## config.mk

```make
export PLATFORM = sky130hd
export DESIGN_NAME = pirq_bank
export DESIGN_NICKNAME = d
export VERILOG_FILES = /design/src/pkg/pirq_pkg.sv /design/src/design/pirq_flag_cell.sv /design/src/design/pirq_bank.sv
export SDC_FILE = /design/constraint.sdc
export NUM_CORES = 1
export LEC_CHECK = 0
export BUFFER_PORTS_ARGS = -buffer_cell sky130_fd_sc_hd__buf_2
export CAP_MARGIN = 0
export CORE_ASPECT_RATIO = 1.5
export CORE_MARGIN = 3
export CORE_UTILIZATION = 48
export CTS_CLUSTER_SIZE = 25
export DETAILED_ROUTE_END_ITERATION = 7
export GPL_TIMING_DRIVEN = 1
export PLACE_DENSITY = 0.81
export SYNTH_ARGS = -nofsm -noshare
export SYNTH_HDL_FRONTEND = slang
export SYNTH_SLANG_ARGS = --single-unit
```

## constraint.sdc

```tcl
create_clock -name clk_in -period 2.17 [get_ports clk_in]
set_input_delay 0 -clock clk_in [delete_from_list [all_inputs] [get_ports clk_in]]
set_output_delay 0 -clock clk_in [all_outputs]
set_load 0.05 [all_outputs]
```

## src/pkg/pirq_pkg.sv

```systemverilog
// Package of register map, field layout and state type for the interrupt bank
package pirq_pkg;
	localparam int ADDR_W = 8;
	localparam int DATA_W = 32;
	// Byte offsets of the registers
	localparam logic [7:0] OFS_FLAGS3 = 8'h00;
	localparam logic [7:0] OFS_EN1 = 8'h04;
	localparam logic [7:0] OFS_EN2 = 8'h08;
	localparam logic [7:0] OFS_EN3 = 8'h0C;
	localparam logic [7:0] OFS_CTRL = 8'h10;
	localparam logic [7:0] OFS_IRQ_STAT = 8'h14;
	localparam logic [7:0] OFS_IRQ_CLR = 8'h18;
	localparam logic [7:0] OFS_IRQ_EN = 8'h1C;
	// Third request register bit positions
	localparam int B_SYNC2 = 7;
	localparam int B_BCOL2 = 6;
	localparam int B_RX2 = 5;
	localparam int B_TX2 = 4;
	localparam int B_TMR4 = 3;
	localparam int B_CC5 = 2;
	localparam int B_CC4 = 1;
	localparam int B_CC3 = 0;
	// First and second enable register special bits
	localparam int B_PSP = 7;
	localparam int B_EN2_RSVD = 4;
	localparam int B_EN2_UNIMP = 2;
	// Control register fields
	localparam int B_MASTER = 0;
	localparam int B_PRIO = 1;
	// Interrupt status fields
	localparam int B_IST_FLAG = 0;
	localparam int B_IST_RX = 1;
	localparam int B_IST_TX = 2;
	localparam int IST_W = 3;
	// Writable masks before variant gating
	localparam logic [7:0] EN1_MASK = 8'hFF;
	localparam logic [7:0] EN2_MASK = 8'hFB;
	localparam logic [7:0] EN3_MASK = 8'hFF;
	// Request mask of the second enable bank: reserved and unused bits out
	localparam logic [7:0] EN2_REQ_MASK = 8'hEB;
	// Sticky flags of the third request register
	localparam logic [7:0] STICKY_MASK = 8'hCF;
	// Reset values
	localparam logic [7:0] EN_RST = 8'h00;
	localparam logic [IST_W-1:0] IST_RST = 3'h0;
	// Package pin count codes
	localparam logic [1:0] PINS_64 = 2'h0;
	localparam logic [1:0] PINS_80 = 2'h1;
	localparam logic [1:0] PINS_100 = 2'h2;

	typedef struct packed {
		logic [7:0] en1;
		logic [7:0] en2;
		logic [7:0] en3;
		logic master;
		logic prio;
		logic [IST_W-1:0] ist;
		logic [IST_W-1:0] iena;
		logic ack;
		logic [DATA_W-1:0] rdata;
		logic irq;
		logic pirq;
		logic rx_prev;
		logic tx_prev;
	} pirq_state_t;

	typedef struct packed {
		logic flag;
	} pirq_cell_t;
endpackage : pirq_pkg

```

## src/design/pirq_flag_cell.sv

```systemverilog
// Sticky request flag with set-over-clear priority
`timescale 1ns/1ps
`default_nettype none
module pirq_flag_cell (
	input wire logic clk_in,
	input wire logic rst_b_in,
	input wire logic ce_in,
	input wire logic set_in,
	input wire logic clr_in,
	output logic flag_out
);
	import pirq_pkg::*;

	pirq_cell_t s_q;
	pirq_cell_t s_d;

	always_comb begin
		s_d = s_q;
		// Set wins so an event in the clearing cycle is kept
		if (set_in) begin
			s_d.flag = 1'b1;
		end else if (clr_in) begin
			s_d.flag = 1'b0;
		end
	end

	always_ff @(posedge clk_in) begin
		if (!rst_b_in) begin
			s_q <= '0;
		end else if (ce_in) begin
			s_q <= s_d;
		end
	end

	assign flag_out = s_q.flag;
endmodule : pirq_flag_cell
`default_nettype wire

```

## src/design/pirq_bank.sv

```systemverilog
// Peripheral interrupt request flags and enable bank with Avalon-MM slave
//
// Overview of operation
// - Second sync serial done sets flag bit 7; only a zero write clears.
// - Second bus collision sets flag bit 6; stays until software clears.
// - Flag bit 5 read-only, follows second receive buffer holding data.
// - Flag bit 4 read-only, follows second transmit buffer being empty.
// - Timer 4 period match sets flag bit 3; stays until cleared.
// - Capture events of units five, four, three set bits 2..0; not in PWM.
// - Compare matches set the same three flags; sticky until cleared.
// - One enable bit per source; one enables, zero disables.
// - Without priority levels, master enable must be set for delivery.
// - First enable bank order: PSP, ADC, rx1, tx1, ssp1, cc1, t2, t1.
// - Second bank: osc fail, comparator, ethernet, collision1, t3, cc2.
// - Unimplemented bits ignore writes and read zero.
// - Third bank order: ssp2, bcol2, rx2, tx2, t4, cc5, cc4, cc3.
// - Bits 7..6 only on 100-pin, bits 5..4 on 80 and 100-pin.
// - PSP enable exists only on 100-pin parts in microcontroller mode.
// - Flags set regardless of their enable or global enable.
`timescale 1ns/1ps
`default_nettype none
module pirq_bank (
	input wire logic clk_in,
	input wire logic rst_b_in,
	input wire logic ce_in,
	input wire logic [pirq_pkg::ADDR_W-1:0] avs_address_in,
	input wire logic avs_read_in,
	input wire logic avs_write_in,
	input wire logic [pirq_pkg::DATA_W-1:0] avs_writedata_in,
	input wire logic [3:0] avs_byteenable_in,
	output logic [pirq_pkg::DATA_W-1:0] avs_readdata_out,
	output logic avs_waitrequest_out,
	input wire logic [1:0] pin_count_in,
	input wire logic mcu_mode_in,
	input wire logic [7:0] req_flags1_in,
	input wire logic [7:0] req_flags2_in,
	input wire logic sync_serial2_done_in,
	input wire logic bus_collision2_in,
	input wire logic uart2_rx_full_in,
	input wire logic uart2_tx_empty_in,
	input wire logic timer4_match_in,
	input wire logic [2:0] capcomp_event_in,
	input wire logic [2:0] capcomp_pwm_mode_in,
	output logic [7:0] req_flags3_out,
	output logic periph_irq_out,
	output logic irq_out
);
	import pirq_pkg::*;

	pirq_state_t s_q;
	pirq_state_t s_d;
	logic [7:0] flags3;
	logic [7:0] set3;
	logic [7:0] clr3;
	logic [7:0] var3_mask;
	logic [7:0] en1_mask;
	logic has100;
	logic has80;
	logic req;
	logic wr_fire;
	logic wr_lane;
	logic [7:0] wbyte;
	logic [7:0] wr_en_sel;
	logic wr_flags;
	logic wr_ctrl;
	logic wr_iclr;
	logic wr_iena;
	logic rx_rise;
	logic tx_rise;
	logic sticky_set;
	logic any_pending;

	// Variant gating of optional sources
	assign has100 = (pin_count_in == PINS_100);
	assign has80 = (pin_count_in == PINS_80) || has100;
	always_comb begin
		var3_mask = 8'hFF;
		var3_mask[B_SYNC2] = has100;
		var3_mask[B_BCOL2] = has100;
		var3_mask[B_RX2] = has80;
		var3_mask[B_TX2] = has80;
		en1_mask = EN1_MASK;
		en1_mask[B_PSP] = has100 && mcu_mode_in;
	end

	// Bus decode; one wait state then the answer
	assign req = avs_read_in || avs_write_in;
	assign avs_waitrequest_out = req && !s_q.ack;
	assign wr_fire = avs_write_in && s_q.ack;
	assign wr_lane = wr_fire && avs_byteenable_in[0];
	assign wbyte = avs_writedata_in[7:0];
	assign wr_flags = wr_lane && (avs_address_in == OFS_FLAGS3);
	assign wr_ctrl = wr_lane && (avs_address_in == OFS_CTRL);
	assign wr_iclr = wr_lane && (avs_address_in == OFS_IRQ_CLR);
	assign wr_iena = wr_lane && (avs_address_in == OFS_IRQ_EN);
	always_comb begin
		wr_en_sel = 8'h00;
		wr_en_sel[0] = wr_lane && (avs_address_in == OFS_EN1);
		wr_en_sel[1] = wr_lane && (avs_address_in == OFS_EN2);
		wr_en_sel[2] = wr_lane && (avs_address_in == OFS_EN3);
	end

	// Flag set sources; no enable term, so polling works
	always_comb begin
		set3 = 8'h00;
		set3[B_SYNC2] = sync_serial2_done_in;
		set3[B_BCOL2] = bus_collision2_in;
		set3[B_TMR4] = timer4_match_in;
		// PWM mode leaves the flag alone
		set3[B_CC5] = capcomp_event_in[2] &&
			!capcomp_pwm_mode_in[2];
		set3[B_CC4] = capcomp_event_in[1] &&
			!capcomp_pwm_mode_in[1];
		set3[B_CC3] = capcomp_event_in[0] &&
			!capcomp_pwm_mode_in[0];
		set3 = set3 & var3_mask;
		// Writing one leaves a flag untouched; only zero clears
		clr3 = {8{wr_flags}} & ~wbyte;
	end

	genvar gi;
	generate
		for (gi = 0; gi < 8; gi++) begin : g_flag
			if (STICKY_MASK[gi]) begin : g_sticky
				pirq_flag_cell u_cell (
					.clk_in(clk_in),
					.rst_b_in(rst_b_in),
					.ce_in(ce_in),
					.set_in(set3[gi]),
					.clr_in(clr3[gi]),
					.flag_out(flags3[gi])
				);
			end else begin : g_level
				// Cleared by the serial port itself on buffer access
				assign flags3[gi] = (gi == B_RX2) ?
					(uart2_rx_full_in && var3_mask[gi]) :
					(uart2_tx_empty_in && var3_mask[gi]);
			end
		end
	endgenerate

	assign rx_rise = flags3[B_RX2] && !s_q.rx_prev;
	assign tx_rise = flags3[B_TX2] && !s_q.tx_prev;
	assign sticky_set = |(set3 & STICKY_MASK & ~flags3);

	// Pending request across all three banks
	assign any_pending = |(req_flags1_in & s_q.en1) ||
		|(req_flags2_in & s_q.en2 & EN2_REQ_MASK) ||
		|(flags3 & s_q.en3);

	always_comb begin
		s_d = s_q;
		s_d.ack = req && !s_q.ack;
		s_d.rx_prev = flags3[B_RX2];
		s_d.tx_prev = flags3[B_TX2];
		// Enable banks with per-bit write masks
		if (wr_en_sel[0]) begin
			s_d.en1 = wbyte & en1_mask;
		end
		if (wr_en_sel[1]) begin
			s_d.en2 = wbyte & EN2_MASK;
		end
		if (wr_en_sel[2]) begin
			s_d.en3 = wbyte & EN3_MASK & var3_mask;
		end
		if (wr_ctrl) begin
			s_d.master = wbyte[B_MASTER];
			s_d.prio = wbyte[B_PRIO];
		end
		if (wr_iena) begin
			s_d.iena = wbyte[IST_W-1:0];
		end
		if (wr_iclr) begin
			s_d.ist = s_q.ist & ~wbyte[IST_W-1:0];
		end
		// New events win over a clear in the same cycle
		s_d.ist[B_IST_FLAG] = s_d.ist[B_IST_FLAG] || sticky_set;
		s_d.ist[B_IST_RX] = s_d.ist[B_IST_RX] || rx_rise;
		s_d.ist[B_IST_TX] = s_d.ist[B_IST_TX] || tx_rise;
		s_d.irq = |(s_d.ist & s_d.iena);
		// Priority mode hands gating to the core; else master gates
		s_d.pirq = any_pending && (s_q.prio || s_q.master);
		// Read data captured in the wait cycle
		if (avs_read_in && !s_q.ack) begin
			s_d.rdata = '0;
			case (avs_address_in)
				OFS_FLAGS3: s_d.rdata[7:0] = flags3;
				OFS_EN1: s_d.rdata[7:0] = s_q.en1;
				OFS_EN2: s_d.rdata[7:0] = s_q.en2;
				OFS_EN3: s_d.rdata[7:0] = s_q.en3;
				OFS_CTRL: begin
					s_d.rdata[B_MASTER] = s_q.master;
					s_d.rdata[B_PRIO] = s_q.prio;
				end
				OFS_IRQ_STAT: s_d.rdata[IST_W-1:0] = s_q.ist;
				OFS_IRQ_EN: s_d.rdata[IST_W-1:0] = s_q.iena;
				default: s_d.rdata = '0;
			endcase
		end
	end

	always_ff @(posedge clk_in) begin
		if (!rst_b_in) begin
			s_q <= '0;
			s_q.en1 <= EN_RST;
			s_q.en2 <= EN_RST;
			s_q.en3 <= EN_RST;
			s_q.ist <= IST_RST;
			// A level already high at reset is not a new event
			s_q.rx_prev <= 1'b1;
			s_q.tx_prev <= 1'b1;
		end else if (ce_in) begin
			s_q <= s_d;
		end
	end

	assign avs_readdata_out = s_q.rdata;
	assign req_flags3_out = flags3;
	assign periph_irq_out = s_q.pirq;
	assign irq_out = s_q.irq;
endmodule : pirq_bank
`default_nettype wire

```

==> flow_metrics.env, run 1 <==
export IMPL_totalWireLength_um=7877
export IMPL_vias=2685
export IMPL_period_minus_slack_ps=1811
export IMPL_fin_crit_sh_pct=83.44
export IMPL_clk_pin_slew_ps=90
export IMPL_routedLengthMet1_um=2915
export IMPL_synth_ff_type="dfxtp_1"
export IMPL_drive_above_1_share_pct=24.07
export IMPL_cp_max_fo=7
export IMPL_hold_violations=0
export IMPL_cts_root_buf="clkbuf_8"
export IMPL_place_inst=451
export IMPL_start_util_pct=50.82
export IMPL_cp_required_ps=2370
export IMPL_place_area_um2=3042
export IMPL_yosysTopAreaCell="dfxtp_1"
export IMPL_wire_per_inst_um=16.65
export IMPL_finalNonFillerCells=473
export IMPL_grt_overflow_total=0
export IMPL_layout_setup_ws_ps=359.4
export IMPL_dp_slack_ps=415.7
export IMPL_fp_dieH_um=100.1
export IMPL_min_path_type="primary input to flip-flop"
export IMPL_cts_tree="yes"
export IMPL_max_vdd_ir_drop_mv=0.3108
export IMPL_ys_ff_latch=50
export IMPL_start_kind="flip-flop"
export IMPL_yosysWarnings=0
export IMPL_clock_path_buffers=2
export IMPL_synth_top_cell_area_share_pct=35.34
export IMPL_drc=0
export IMPL_dp_hpwl_um=5814
export IMPL_power_density_nw_per_um2=595.0
export IMPL_top_signal_layer_used="met4"
export IMPL_cap_violations=0
export IMPL_setup_tns_ps=0
export IMPL_cts_max_level=2
export IMPL_slew_headroom_pct=66.81
export IMPL_p_leak_uw=0.001389
export IMPL_synth_edff_count=0
export IMPL_synth_cell_types=49
export IMPL_yosysMostFrequentCell="dfxtp_1"
export IMPL_vias_per_cell=5.677
export IMPL_ys_top_cells_by_count="dfxtp_1 (50), buf_4 (41), a21oi_1 (31), nand2_1 (31), nor2_1 (27)"
export IMPL_drtPass1Iterations=5
export IMPL_finalClockSkew_ps=7.116
export IMPL_coreArea_um2=5574
export IMPL_place_congestion=0.9134
export IMPL_cp_arrival_ps=2010
export IMPL_netlist_instances=336
export IMPL_num_antenna_cells=0
export IMPL_grt_pass1_vias=2593
export IMPL_max_freq_mhz=552.3
export IMPL_crit_type="flip-flop to flip-flop"
export IMPL_ios=122
export IMPL_fillers=513
export IMPL_numCtsBuffers=5
export IMPL_cts_sinks=50
export IMPL_tightest_slew_ps=496.6
export IMPL_avgSynthCellArea_um2=8.431
export IMPL_cts_resized=0
export IMPL_grt_pass1_wl_um=12210
export IMPL_syn_area_um2=2833
export IMPL_antenna_found_initial=0
export IMPL_grt_usage_pct=23.44
export IMPL_io_buffer_count=68
export IMPL_die_width_um=68.73
export IMPL_finalSetupViolCount=0
export IMPL_met3_length_um=505
export IMPL_synth_seq_area_share_pct=35.34
export IMPL_syn_to_final_growth_pct=16.65
export IMPL_status="finished clean"
export IMPL_finalNetCount=483
export IMPL_design_area_um2=3304
export IMPL_maxSlewViolCount=0
export IMPL_met2_length_um=4124
export IMPL_ys_async_sr_fraction_pct=0
export IMPL_endpoint_kind="flip-flop"
export IMPL_drt_iter0_markers=211
export IMPL_final_antenna_net_count=0
export IMPL_die_area_um2=6878
export IMPL_num_rows=33
export IMPL_rsz0062_at_grt="no"
export IMPL_synth_top_cells_by_area="dfxtp_1 (35%), buf_4 (11%), mux2i_1 (7.8%), a21oi_1 (5.5%), nand2_1 (4.1%)"
export IMPL_clock_latency_ps=300
export IMPL_grt_max_degree=27
[power breakdown]
group,total (uW),switching [uW],internal (uW)
logic,353,253,101
clock network,665,296,369
registers,948,15.2,933
total,1970,564,1400
[layout by cell type (no fill, tap or decap), types with 3 or more instances in the layout]
cell / Yosys / routed
a211oi_1: 3 / 3
a21oi_1: 31 / 31
a221oi_1: 4 / 4
a22o_1: 7 / 7
a22oi_1: 11 / 11
and3_1: 3 / 3
buf_2: 4 / 68
buf_4: 41 / 11
clkbuf_8: 0 / 6
conb_1: 1 / 24
dfxtp_1: 50 / 50
dlygate4sd3_1: 0 / 15
inv_1: 7 / 7
mux2_2: 3 / 3
mux2i_1: 22 / 22
nand2_1: 31 / 31
nand2b_1: 3 / 3
nand3_1: 11 / 11
nand3b_1: 6 / 6
nand4_1: 6 / 6
nor2_1: 27 / 27
nor3_1: 3 / 3
nor3b_1: 3 / 3
o21ai_0: 19 / 19
[worst max-delay path: stages (launching register included)]
cell     delay, ps
dfxtp_1        380
and3_1         380
and3_1         410
mux2i_1        230
o22ai_1         90
o221a_1        220
[layer usage]
layer	global-route usage, %	vias up
li1	-	1277
met1	26.76	1269
met2	40.10	113
met3	3.695	26
met4	13.06	0
met5	0	-
[registers in the layout, indices dropped and copies added, names as in the netlist]
signal	flops
avs_readdata_out	8
irq_out	1
periph_irq_out	1
g_flag.g_sticky.u_cell.flag_out	6
s_q	34
[kinds of logic (layout without fill, tap and decap cells)]
group | Yosys count | count (layout) | synth area share [%]
and+or+nand+nor | 109 | 109 | 21.16
adders and majority gates | 1 | 1 | 0.4416
other | 1 | 24 | 0.1324
AOI/OAI and AO/OA | 86 | 86 | 19.35
DFF | 50 | 50 | 35.34
muxes | 25 | 25 | 8.966
buffers and inverters | 64 | 108 | 14.62
[stage by stage]
stage               total power, uW  utilization, %  hold slack, ps
detailed placement             1298           54.57           256.1
global route                   2033           59.28           15.11
CTS                            1971           59.28           13.82
floorplan                      1240               -           61.94
global placement               1293           54.57           255.3
finish                         1966           59.28           15.39
[what timing repair did]
action,in CTS,in global routing
hold buffers,15,0
setup buffers,0,0
endpoints found under the setup margin,0,0
hold endpoints to repair,19,0
[path summary, 6_finish.rpt]
path | slack, ps | start | depth (start not counted) | endpoint
worst max-delay path | 360 | s_q[36] | 5 | irq_out
worst min-delay path | 20 | avs_writedata_in[7] | 3 | s_q[52]
worst max register to register | 360 | s_q[36] | 5 | irq_out
worst min register to register | 450 | avs_readdata_out[7] | 1 | avs_readdata_out[7]
[layout make-up]
cell class,count,area [um^2],share of cell area (%)
Timing Repair Buffer,94,573.1,17.34
Inverter,7,26.28,0.7952
Multi-Input combinational cell,245,1504,45.51
Tap cell,70,87.58,2.651
Clock inverter,1,30.03,0.9087
Sequential cell,50,1001,30.29
Clock buffer,6,82.58,2.499
(Power assumes the default switching activity.)
==> inputs of run 2 (changes only) <==
==> constraint.sdc (replaced) <==
create_clock -name clk_in -period 1.7 [get_ports clk_in]
set_input_delay 0 -clock clk_in [delete_from_list [all_inputs] [get_ports clk_in]]
set_output_delay 0 -clock clk_in [all_outputs]
set_load 0.05 [all_outputs]
==> run 2 against run 1 <==
Sequential power rose by 28%; clock-buffer cell count increased by 1; non-clock buffer count grew 15; core utilization rose by 2.0 points; power grew 22%; combinational power increased by 35%; die area did not move; sequential share of layout area down 1.0 points; critical path type is now primary input to flip-flop; largest cell class unchanged.
==> flow_metrics.env, run 2 (synthesis gave the netlist of run 1 again) <==
export IMPL_status="finished clean"
export IMPL_power_density_nw_per_um2=703.0
export IMPL_io_buffer_count=68
export IMPL_totalWireLength_um=7979
export IMPL_grt_max_degree=26
export IMPL_cts_sinks=50
export IMPL_maxSlewViolCount=0
export IMPL_grt_overflow_total=0
export IMPL_whs_path_depth=3
export IMPL_startpoint="capcomp_event_in[2]"
export IMPL_ios=122
export IMPL_regMostFlops="s_q"
export IMPL_cp_required_ps=1910
export IMPL_crit_type="primary input to flip-flop"
export IMPL_drt_iter0_markers=198
export IMPL_slowest_stage="dlygate4sd3_1"
export IMPL_endpoint_kind="flip-flop"
export IMPL_fp_dieH_um=100.1
export IMPL_whs_ps=39.62
export IMPL_finalSetupViolCount=0
export IMPL_die_width_um=68.73
export IMPL_largest_reg_flops=34
export IMPL_cts_tree="yes"
export IMPL_path_cells="dlygate4sd3_1, buf_2, nor3b_1, or4_1, a211oi_2, a21oi_1, o221a_1"
export IMPL_fin_crit_sh_pct=96.50
export IMPL_rsz0062_at_grt="yes"
export IMPL_final_cell_mix="buf_2 (68), dfxtp_1 (50), nand2_1 (31), a21oi_1 (31), nor2_1 (27)"
export IMPL_numCtsBuffers=5
export IMPL_vias=2795
export IMPL_finalNonFillerCells=489
export IMPL_num_antenna_cells=0
export IMPL_place_area_um2=3139
export IMPL_finalClockSkew_ps=6.653
export IMPL_place_congestion=0.9239
export IMPL_clock_path_buffers=2
export IMPL_start_util_pct=50.82
export IMPL_r2r_start="s_q[36]"
export IMPL_p_leak_uw=0.001457
export IMPL_die_area_um2=6878
export IMPL_design_area_um2=3418
export IMPL_regArea_um2=1001
export IMPL_wire_per_inst_um=16.32
export IMPL_clock_latency_ps=310
export IMPL_min_from="avs_writedata_in[0]"
export IMPL_drc=0
export IMPL_dp_hpwl_um=6087
export IMPL_drive_above_1_share_pct=26.73
export IMPL_finalNetCount=498
export IMPL_final_util_pct=61.32
export IMPL_cap_violations=0
export IMPL_slowest_delay_ps=560
export IMPL_grt_usage_pct=24.05
export IMPL_clk_pin_slew_ps=90
export IMPL_cts_root_buf="clkbuf_8"
export IMPL_dp_slack_ps=92.43
export IMPL_r2r_cells=5
export IMPL_multiInputGateArea_um2=1510
export IMPL_max_vdd_ir_drop_mv=0.5102
export IMPL_layout_commonest_cell="buf_2"
export IMPL_fillers=493
export IMPL_antenna_found_initial=0
export IMPL_place_inst=464
export IMPL_cp_arrival_ps=1850
export IMPL_hold_violations=0
export IMPL_grt_pass1_wl_um=12380
export IMPL_layout_setup_ws_ps=59.57
export IMPL_drtPass1Iterations=6
export IMPL_final_antenna_net_count=0
export IMPL_period_minus_slack_ps=1640
export IMPL_cp_max_fo=2
export IMPL_coreArea_um2=5574
export IMPL_vias_per_cell=5.716
export IMPL_num_rows=33
export IMPL_max_freq_mhz=609.6
export IMPL_min_path_type="primary input to flip-flop"
export IMPL_grt_pass1_vias=2637
export IMPL_cts_max_level=2
export IMPL_start_kind="primary input"
export IMPL_syn_to_final_growth_pct=20.67
run 2: cell type report:
cell class,instances,share of cell area (%)
clock buffer,7,2.526
clock inverter,1,0.1464
inverter,7,0.7687
timing repair buffer,109,20.53
multi-input combinational,245,44.18
tap,70,2.562
sequential,50,29.28
run 2: path summary, 6_finish.rpt:
path	slack [ps]	to
max	60	irq_out
min	40	s_q[37]
max reg2reg	80	irq_out
min reg2reg	450	avs_readdata_out[5]
run 2: report_power, final:
group,switching (uW),total (uW),internal [uW],leakage (uW)
registers,17.0,1210,1190,0.000405
clock network,388,717,329,0.0000482
logic,329,478,149,0.00100
run 2: through the flow:
stage	total power (uW)	setup TNS [ps]
floorplan	1582	0
global placement	1668	0
detailed placement	1674	0
CTS	2410	0
global route	2489	-17.69
finish	2403	0
run 2: critical path: cells and delay by family:
family / cells / cell delay (ps)
AO/OA/AOI/OAI: 3 / 480
buffers and inverters: 2 / 700
AND/OR/NAND/NOR: 2 / 670
run 2: repair_timing:
item                                    in CTS  in global routing
endpoints found under the setup margin       0                  3
resized for setup                            0                  5
hold endpoints to repair                    23                  0
hold buffers                                17                  0
buffers inserted                             0                  0
run 2: layer usage:
layer  global-route usage [%]  up-vias  share of wire (%)
met1                    26.99     1302                 36
met5                        0        -                  0
met3                    3.471       32                7.8
li1                         -     1309                  -
met2                    41.94      152                 51
met4                    13.21        0                4.8
